<file path="src/hw/ovd_pkg.sv">
// Purpose: Constants, carriers and state layout of the overrange detector
// Assumes: One device clock; AHB-Lite register slave, 32-bit data
// Notes:   Register map and field positions are defined here only
//
// Summary of operation
// Compare upper magnitude byte against two thresholds
// Both channels share the same threshold pair
// Magnitude saturates most negative code to maximum
// Overrange bit set when magnitude reaches threshold
// Two flag outputs per channel, one per threshold
// Outside logic ORs channel flags in single-channel
// Flag held eight times two-to-N cycles after event
// Embed status in samples for one-control-bit formats
// Complex: first flag in I, second in Q
// Real: first flag even samples, second odd
// Window 2^(N+1) real, 2^N complex samples
// Gain logic picks high and low threshold levels
// Thresholds and period programmable, no extra delay
package ovd_pkg;

  // Widths
  localparam int SMP_W = 12;
  localparam int MAG_W = 8;
  localparam int PER_W = 3;
  localparam int FMT_W = 5;
  localparam int DEC_W = 16;
  localparam int NFLAG = 4;
  localparam int CNT_W = 11;
  localparam int WIN_W = 9;
  localparam int ADR_W = 12;

  // Hold time base and window base, in cycles and samples
  localparam logic [CNT_W-1:0] HOLD_BASE = 11'h008;
  localparam logic [WIN_W-1:0] WIN_ONE   = 9'h001;

  // Link format codes with one control bit per sample, except FMT_CPX_SKIP
  localparam logic [FMT_W-1:0] FMT_REAL     = 5'h09;
  localparam logic [FMT_W-1:0] FMT_CPX_LO   = 5'h0a;
  localparam logic [FMT_W-1:0] FMT_CPX_HI   = 5'h10;
  localparam logic [FMT_W-1:0] FMT_CPX_SKIP = 5'h0c;

  // Register byte addresses
  localparam logic [ADR_W-1:0] ADR_CTRL = 12'h000;
  localparam logic [ADR_W-1:0] ADR_STAT = 12'h004;
  localparam logic [ADR_W-1:0] ADR_MASK = 12'h008;
  localparam logic [ADR_W-1:0] ADR_FLAG = 12'h00c;

  // Control register field positions
  localparam int CTL_HI_LSB  = 0;
  localparam int CTL_LO_LSB  = 8;
  localparam int CTL_PER_LSB = 16;
  localparam int CTL_FMT_LSB = 20;

  // Reset values: only full-scale trips, plain output stream
  localparam logic [MAG_W-1:0] THR_RST = 8'hff;
  localparam logic [PER_W-1:0] PER_RST = 3'h0;
  localparam logic [FMT_W-1:0] FMT_RST = 5'h00;

  // AHB-Lite transfer type bit that marks an active transfer
  localparam int HTRANS_ACT = 1;

  // Converted samples of both channels
  typedef struct packed {
    logic [SMP_W-1:0] a;
    logic [SMP_W-1:0] b;
    logic             vld;
  } ovd_smp_s;

  // Decimated samples; q marks a quadrature sample
  typedef struct packed {
    logic [DEC_W-1:0] a;
    logic [DEC_W-1:0] b;
    logic             vld;
    logic             q;
  } ovd_dec_s;

  // Whole state of the block
  typedef struct packed {
    logic [MAG_W-1:0]            thr_hi;
    logic [MAG_W-1:0]            thr_lo;
    logic [PER_W-1:0]            per;
    logic [FMT_W-1:0]            fmt;
    logic [NFLAG-1:0]            stat;
    logic [NFLAG-1:0]            mask;
    logic [NFLAG-1:0][CNT_W-1:0] cnt;
    logic [NFLAG-1:0]            flag;
    logic [NFLAG-1:0]            acc;
    logic [NFLAG-1:0]            emb;
    logic [WIN_W-1:0]            win;
    logic                        odd;
    logic [DEC_W-1:0]            dec_a;
    logic [DEC_W-1:0]            dec_b;
    logic                        dec_vld;
    logic                        irq;
    logic                        dph_wr;
    logic [ADR_W-1:0]            dph_adr;
    logic [31:0]                 rdata;
    logic                        ready;
  } ovd_state_s;

endpackage

</file>
<file path="src/hw/ovd_top.sv">
// Purpose: Overrange detector with flag pins and embedded sample status
// Assumes: Samples come from logic on the same clock, so no synchronisers
// Notes:   Flag index k: bit0 threshold (0 high, 1 low), bit1 channel
`timescale 1ns/10ps
module ovd_top
(
  // Clock and reset
  input  wire logic            I_REF_CLK,
  input  wire logic            I_RST,
  // AHB-Lite slave
  input  wire logic            I_HSEL,
  input  wire logic [31:0]     I_HADDR,
  input  wire logic [1:0]      I_HTRANS,
  input  wire logic            I_HWRITE,
  input  wire logic [2:0]      I_HSIZE,
  input  wire logic [31:0]     I_HWDATA,
  input  wire logic            I_HREADY,
  output logic      [31:0]     O_HRDATA,
  output logic                 O_HREADYOUT,
  output logic                 O_HRESP,
  // Converter samples and decimated stream
  input  wire ovd_pkg::ovd_smp_s I_SMP,
  input  wire ovd_pkg::ovd_dec_s I_DEC,
  output logic [ovd_pkg::DEC_W-1:0] O_DEC_A,
  output logic [ovd_pkg::DEC_W-1:0] O_DEC_B,
  output logic                 O_DEC_VLD,
  // Flag pins and interrupt
  output logic                 O_CHAN_A_FLAG_FIRST,
  output logic                 O_CHAN_A_FLAG_SECOND,
  output logic                 O_CHAN_B_FLAG_FIRST,
  output logic                 O_CHAN_B_FLAG_SECOND,
  output logic                 O_IRQ
);
  import ovd_pkg::*;

  // Absolute value, most negative code saturates, upper byte kept
  function automatic logic [MAG_W-1:0] mag8(input logic [SMP_W-1:0] s);
    logic [SMP_W-1:0] m;
    m = s;
    if (s[SMP_W-1])
    begin
      m = (s == {1'b1, {(SMP_W-1){1'b0}}}) ? {1'b0, {(SMP_W-1){1'b1}}}
                                           : (~s + 1'b1);
    end
    return m[SMP_W-2 -: MAG_W];
  endfunction

  // Hold length: eight times two to the N device clocks
  function automatic logic [CNT_W-1:0] hold_len(input logic [PER_W-1:0] n);
    return HOLD_BASE << n;
  endfunction

  ovd_state_s st;
  ovd_state_s next_st;

  logic [NFLAG-1:0] hit;
  logic             emb_en;
  logic             real_mode;
  logic [WIN_W-1:0] win_len;
  logic             win_end;
  logic             bus_act;
  logic [31:0]      ctrl_word;

  // Threshold hits straight from the live settings, no extra stage
  always_comb
  begin
    hit[0] = I_SMP.vld && (mag8(I_SMP.a) >= st.thr_hi);
    hit[1] = I_SMP.vld && (mag8(I_SMP.a) >= st.thr_lo);
    hit[2] = I_SMP.vld && (mag8(I_SMP.b) >= st.thr_hi);
    hit[3] = I_SMP.vld && (mag8(I_SMP.b) >= st.thr_lo);
  end

  // Embedding only in formats carrying one control bit per sample
  always_comb
  begin
    real_mode = (st.fmt == FMT_REAL);
    emb_en    = real_mode || ((st.fmt >= FMT_CPX_LO) &&
                (st.fmt <= FMT_CPX_HI) && (st.fmt != FMT_CPX_SKIP));
    win_len   = real_mode ? (WIN_ONE << ({1'b0, st.per} + 4'h1))
                          : (WIN_ONE << st.per);
    win_end   = I_SMP.vld && (st.win == win_len - WIN_ONE);
    bus_act   = I_HSEL && I_HREADY && I_HTRANS[HTRANS_ACT];
    ctrl_word = 32'h0;
    ctrl_word[CTL_HI_LSB  +: MAG_W] = st.thr_hi;
    ctrl_word[CTL_LO_LSB  +: MAG_W] = st.thr_lo;
    ctrl_word[CTL_PER_LSB +: PER_W] = st.per;
    ctrl_word[CTL_FMT_LSB +: FMT_W] = st.fmt;
  end

  // Next state of the whole block
  always_comb
  begin
    logic [NFLAG-1:0] clr;
    logic [DEC_W-1:0] lsb_a;
    logic             sel2;
    lsb_a         = '0;
    sel2          = 1'b0;
    next_st       = st;
    clr           = '0;
    next_st.ready = 1'b1;

    // Data phase of a write; the address phase was latched before
    if (st.dph_wr)
    begin
      case (st.dph_adr)
        ADR_CTRL:
        begin
          next_st.thr_hi = I_HWDATA[CTL_HI_LSB  +: MAG_W];
          next_st.thr_lo = I_HWDATA[CTL_LO_LSB  +: MAG_W];
          next_st.per    = I_HWDATA[CTL_PER_LSB +: PER_W];
          next_st.fmt    = I_HWDATA[CTL_FMT_LSB +: FMT_W];
        end
        ADR_STAT: clr          = I_HWDATA[NFLAG-1:0];
        ADR_MASK: next_st.mask = I_HWDATA[NFLAG-1:0];
        default:  clr          = '0;
      endcase
    end

    // Address phase: read data is ready for the following data phase
    next_st.dph_wr  = bus_act && I_HWRITE;
    next_st.dph_adr = I_HADDR[ADR_W-1:0];
    next_st.rdata   = 32'h0;
    if (bus_act && !I_HWRITE && (I_HADDR[31:ADR_W] == '0))
    begin
      case (I_HADDR[ADR_W-1:0])
        ADR_CTRL: next_st.rdata = ctrl_word;
        ADR_STAT: next_st.rdata[NFLAG-1:0] = st.stat;
        ADR_MASK: next_st.rdata[NFLAG-1:0] = st.mask;
        ADR_FLAG: next_st.rdata[2*NFLAG-1:0] = {st.emb, st.flag};
        default:  next_st.rdata = 32'h0;
      endcase
    end
    if (I_HADDR[31:ADR_W] != '0)
    begin
      next_st.dph_wr = 1'b0;
    end

    // Sticky events; a hit in the clearing cycle stays set
    next_st.stat = (st.stat & ~clr) | hit;
    next_st.irq  = |(next_st.stat & next_st.mask);

    // Flag pins held for the programmed length after the last hit
    for (int k = 0; k < NFLAG; k++)
    begin
      if (hit[k])
      begin
        next_st.cnt[k]  = hold_len(st.per) - 11'h001;
        next_st.flag[k] = 1'b1;
      end
      else if (st.cnt[k] != '0)
      begin
        next_st.cnt[k]  = st.cnt[k] - 11'h001;
        next_st.flag[k] = 1'b1;
      end
      else
      begin
        next_st.flag[k] = 1'b0;
      end
    end

    // Monitoring window counted in converter samples
    if (I_SMP.vld)
    begin
      next_st.win = win_end ? '0 : (st.win + WIN_ONE);
    end
    if (win_end)
    begin
      next_st.emb = st.acc | hit;
      next_st.acc = '0;
    end
    else
    begin
      next_st.acc = st.acc | hit;
    end

    // A new setting restarts the window, so a shorter period never
    // leaves the counter stranded past its end
    if (st.dph_wr && (st.dph_adr == ADR_CTRL))
    begin
      next_st.win = '0;
      next_st.acc = hit;
    end

    // Embedded status replaces the sample LSB
    next_st.dec_vld = I_DEC.vld;
    if (I_DEC.vld)
    begin
      sel2          = real_mode ? st.odd : I_DEC.q;
      next_st.odd   = ~st.odd;
      next_st.dec_a = I_DEC.a;
      next_st.dec_b = I_DEC.b;
      if (emb_en)
      begin
        lsb_a         = {I_DEC.a[DEC_W-1:1], st.emb[{1'b0, sel2}]};
        next_st.dec_a = lsb_a;
        next_st.dec_b = {I_DEC.b[DEC_W-1:1], st.emb[{1'b1, sel2}]};
      end
    end
  end

  // Single register stage for all state; synchronous reset
  always_ff @(posedge I_REF_CLK)
  begin
    if (I_RST)
    begin
      st        <= '0;
      st.thr_hi <= THR_RST;
      st.thr_lo <= THR_RST;
      st.per    <= PER_RST;
      st.fmt    <= FMT_RST;
    end
    else
    begin
      st <= next_st;
    end
  end

  // Outputs straight from state flops, HRESP tied OKAY; zero-wait once out of reset
  assign O_HRDATA             = st.rdata;
  assign O_HREADYOUT          = st.ready;
  assign O_HRESP              = 1'b0;
  assign O_DEC_A              = st.dec_a;
  assign O_DEC_B              = st.dec_b;
  assign O_DEC_VLD            = st.dec_vld;
  assign O_CHAN_A_FLAG_FIRST  = st.flag[0];
  assign O_CHAN_A_FLAG_SECOND = st.flag[1];
  assign O_CHAN_B_FLAG_FIRST  = st.flag[2];
  assign O_CHAN_B_FLAG_SECOND = st.flag[3];
  assign O_IRQ                = st.irq;
endmodule // ovd_top

</file>
<file path="config.mk">
export PLATFORM = sky130hd
export DESIGN_NAME = ovd_top
export DESIGN_NICKNAME = d
export VERILOG_FILES = /design/src/hw/ovd_pkg.sv /design/src/hw/ovd_top.sv
export SDC_FILE = /design/constraint.sdc
export NUM_CORES = 1
export LEC_CHECK = 0
export BUFFER_PORTS_ARGS = -buffer_cell sky130_fd_sc_hd__buf_2
export CORE_MARGIN = 5
export CORE_UTILIZATION = 47
export DETAILED_ROUTE_END_ITERATION = 8
export PLACE_DENSITY = 0.74
export SLEW_MARGIN = 20
export SYNTH_ARGS = -nofsm -noshare
export SYNTH_HDL_FRONTEND = slang
export SYNTH_SLANG_ARGS = --single-unit
</file>
<file path="constraint.sdc">
create_clock -name I_REF_CLK -period 7.3 [get_ports I_REF_CLK]
set_input_delay 0.365 -clock I_REF_CLK [delete_from_list [all_inputs] [get_ports I_REF_CLK]]
set_output_delay 0.365 -clock I_REF_CLK [all_outputs]
set_load 0.01 [all_outputs]
</file>
==> flow_summary.yaml <==
run_status:
  status: "complete, no violations"
cts:
  cts_hold_repair.buffers: 0
  post-cts-setup-buffer-count: 0
  path_clk_slew_ns: 0.07
  clock_latency_ns: 0.43
  cts_root_buf: "clkbuf_16"
  ctsResizeCount: 0
  cts_tree: "done"
  clock_sinks: 170
  cts-htree-levels: 4
  numCtsBuffers: 17
  clockBufferDepth: 2
logic_synthesis:
  async_reset_ff_share_pct: 0
  syn_area_um2: 9133
  yosysWarnings: 0
  synth.ff_latch_count: 170
  yosys.cell_types.count: 70
  seq_area_frac_synth_pct: 37.27
  muxShareOfSynthArea_pct: 6.110
  synthTopCellsByArea: "dfxtp_1, ha_1, buf_4"
  synth_top_family_by_area: "simple AND/OR/NAND/NOR gates"
  ys.flop_type: "dfxtp_1"
  yosysTopAreaCell: "dfxtp_1"
  synthAdderAreaFrac_pct: 6.165
  synth_top_area_share_pct: 37.27
  synthSimpleGateAreaFrac_pct: 20.95
  synth_edf_count: 0
  synth_compound_area_share_pct: 14.48
  syn_area_per_cell_um2: 8.790
  synth-xor-area-share_pct: 5.658
  synth_cells: 1039
die:
  die-area_um2: 22320
  core_um2: 19270
  io_pins: 205
  dieHeight_um: 149.4
  fp.dieW_um: 149.4
  start_util_pct: 47.39
  fp-row-count: 51
drt:
  num_vias: 7563
  vias_per_cell: 5.345
  wl_per_cell_um: 15.13
  drtIter0Drc: 455
  drc_errors: 0
  antenna_left: 0
  drt_first_pass_iters: 5
  wl_um: 21420
timing:
  final_max_slew_viol_count: 0
  clock_skew_ns: 0.01259
  tns_ns: 0
  min_period_ns: 4.734
  min_period_over_period_pct: 64.85
  finalSetupViolCount: 0
  relSlewSlack_pct: 35.08
  finalHoldViolCount: 0
  tightest_slew_ns: 0.9739
  fmax_mhz: 211.2
  rsz0062_at_grt: "false"
power_and_ir_drop:
  pwr-share-comb_pct: 27.1
  seqPwrFrac_pct: 41.0
  sw_frac_of_total_pct: 31.85
  vdd_drop_max_v: 0.0001885
  p_switching_w: 0.0008730
  p_int_w: 0.001868
  leakage_nw: 4.639
  power_density_nw_per_um2: 265.5
  clock_power_share_pct: 31.9
placed_design:
  place_congestion: 0.8884
  port_buffers: 183
  hpwl_um: 15620
  placed_cells: 1384
cells_and_area:
  nets: 1316
  syn_to_final_growth_pct: 13.06
  seq_area_um2: 3403
  fin_cells: 1415
  drive_gt1_share_pct: 21.57
  n_antenna_cell: 0
  nFillCells: 1817
  multi_input_area_um2: 4930
grt:
  grt.overflow.total: 0
  grt_usage_pct: 18.95
  grt_max_degree: 79
  antenna_found_initial: 0
  grt_pass1_wl_um: 34870
  grt_pass1_vias: 7174
worst_setup_path:
  end_kind: "register"
  cp-start-kind: "register"
  crit_arrival_ns: 5.01
  crit_fanout: 16
  critPathRequiredTime_ns: 7.58
  critPathKind: "reg2reg"
hold_path:
  hold_path.class: "in2reg"
flow_run:
  maxCapViolCount: 0
Yosys cell counts, types with 3 or more instances:
library cell	number
nor3_1	38
a211oi_2	3
nor4_1	33
a31oi_1	9
buf_4	65
mux2_2	3
a211oi_1	20
o21ai_0	16
a21o_1	16
mux4_2	4
ha_1	45
nor2_1	86
mux2i_1	42
a21boi_0	3
a21oi_1	46
or4_1	9
a41oi_1	6
nand2b_1	17
nor3b_1	4
dfxtp_1	170
nor2b_1	20
o31ai_1	7
o211a_1	4
xnor2_1	28
nand2_1	99
and2_1	13
o21ai_1	4
and3_1	6
o21a_1	8
inv_1	35
o211ai_1	15
or3_1	10
and4_1	3
nand3_1	17
clkbuf_1	42
a2bb2oi_1	3
a311oi_1	5
buf_1	5
xor2_1	31
nand4_1	7
critical path, cell delays in order, from the launching register on:
cell	delay (ns)
dfxtp_1	0.69
inv_1	0.42
ha_1	0.54
nand2b_1	0.20
nor3_4	0.22
nand2_1	0.10
and2_1	0.20
ha_1	0.27
nand2_1	0.09
a31oi_1	0.05
a311oi_2	0.42
xor2_1	0.13
o21ai_1	0.34
and4_1	0.72
a311oi_1	0.18
kinds of logic after synthesis:
group / count (synthesis)
XOR/XNOR: 59
buffers and inverters: 153
flip-flops: 170
other: 1
AND/OR/NAND/NOR: 378
adder cells (fa/ha/maj): 45
multiplexers: 50
AO/OA/AOI/OAI: 183
placed cells by master, fill, tap and decap left out, types with 20 or more instances in the layout:
cell type	Yosys	final
a21oi_1	46	46
xnor2_1	28	28
nor3_1	38	38
dfxtp_1	170	170
nor4_1	33	33
nand2_1	99	99
buf_2	2	182
a211oi_1	20	20
ha_1	45	45
xor2_1	31	31
nor2_1	86	85
mux2i_1	42	42
inv_1	35	35
sequential cells by signal, summed over array words and instances (netlist names):
register / cells
st: 83
O_HRDATA: 24
ctrl_word: 24
O_DEC_A: 16
O_DEC_B: 16
O_CHAN_A_FLAG_FIRST: 1
O_CHAN_A_FLAG_SECOND: 1
O_CHAN_B_FLAG_FIRST: 1
O_CHAN_B_FLAG_SECOND: 1
O_DEC_VLD: 1
O_HREADYOUT: 1
O_IRQ: 1
per-layer routing:
layer  part of all wire, %  track usage (%)  wire length [um]  vias up
met5                     0                0                 0        -
met4                   1.6            6.041               342        0
met3                   5.6            3.312              1202       27
met2                    48            32.33             10260      206
met1                    45            24.42              9608     3532
li1                      -                -                 -     3798
path summary, 6_finish.rpt:
check                                           startpoint                     end  slack [ns]  depth (start not counted)
worst max-delay path            ctrl_word[18]$_SDFFE_PP0P_     st[90]$_SDFFE_PP0N_        2.57                         14
worst min-delay path                              I_HWRITE       st[45]$_SDFF_PP0_        0.15                          2
worst max register to register  ctrl_word[18]$_SDFFE_PP0P_     st[90]$_SDFFE_PP0N_        2.57                         14
worst min register to register   ctrl_word[5]$_SDFFE_PP1P_  O_HRDATA[5]$_SDFF_PP0_        0.47                          2
power by group through the flow:
stage | sequential [W] | combinational [W] | clock (W)
final | 0.00112 | 0.000743 | 0.000875
after global routing | 0.00114 | 0.000840 | 0.000930
after CTS | 0.00112 | 0.000746 | 0.000891
after detailed placement | 0.00114 | 0.000739 | 0
after global placement | 0.00114 | 0.000721 | 0
after floorplan | 0.00112 | 0.000597 | 0
layout make-up:
| type | count | area share, % |
|---|---|---|
| Inverter | 36 | 1.309 |
| Tap cell | 265 | 3.211 |
| Timing Repair Buffer | 189 | 9.331 |
| Multi-Input combinational cell | 724 | 47.75 |
| Clock buffer | 18 | 4.157 |
| Sequential cell | 170 | 32.96 |
| Clock inverter | 13 | 1.285 |
through the flow:
step / util [%] / hold WS [ns] / total power [W] / setup WS [ns] / instance area [um2]
6_report: 53.58 / 0.1538 / 0.002741 / 2.566 / 10320
3_3_place_gp: 50.59 / 0.4487 / 0.001858 / 2.415 / 9749
5_1_grt: 53.58 / 0.1531 / 0.002906 / 2.235 / 10320
2_1_floorplan: - / 0.4319 / 0.001721 / 3.076 / 9163
4_1_cts: 53.51 / 0.1462 / 0.002758 / 2.630 / 10310
3_5_place_dp: 50.59 / 0.4505 / 0.001879 / 2.400 / 9749
Note: power is estimated with default switching activity, not from simulation.
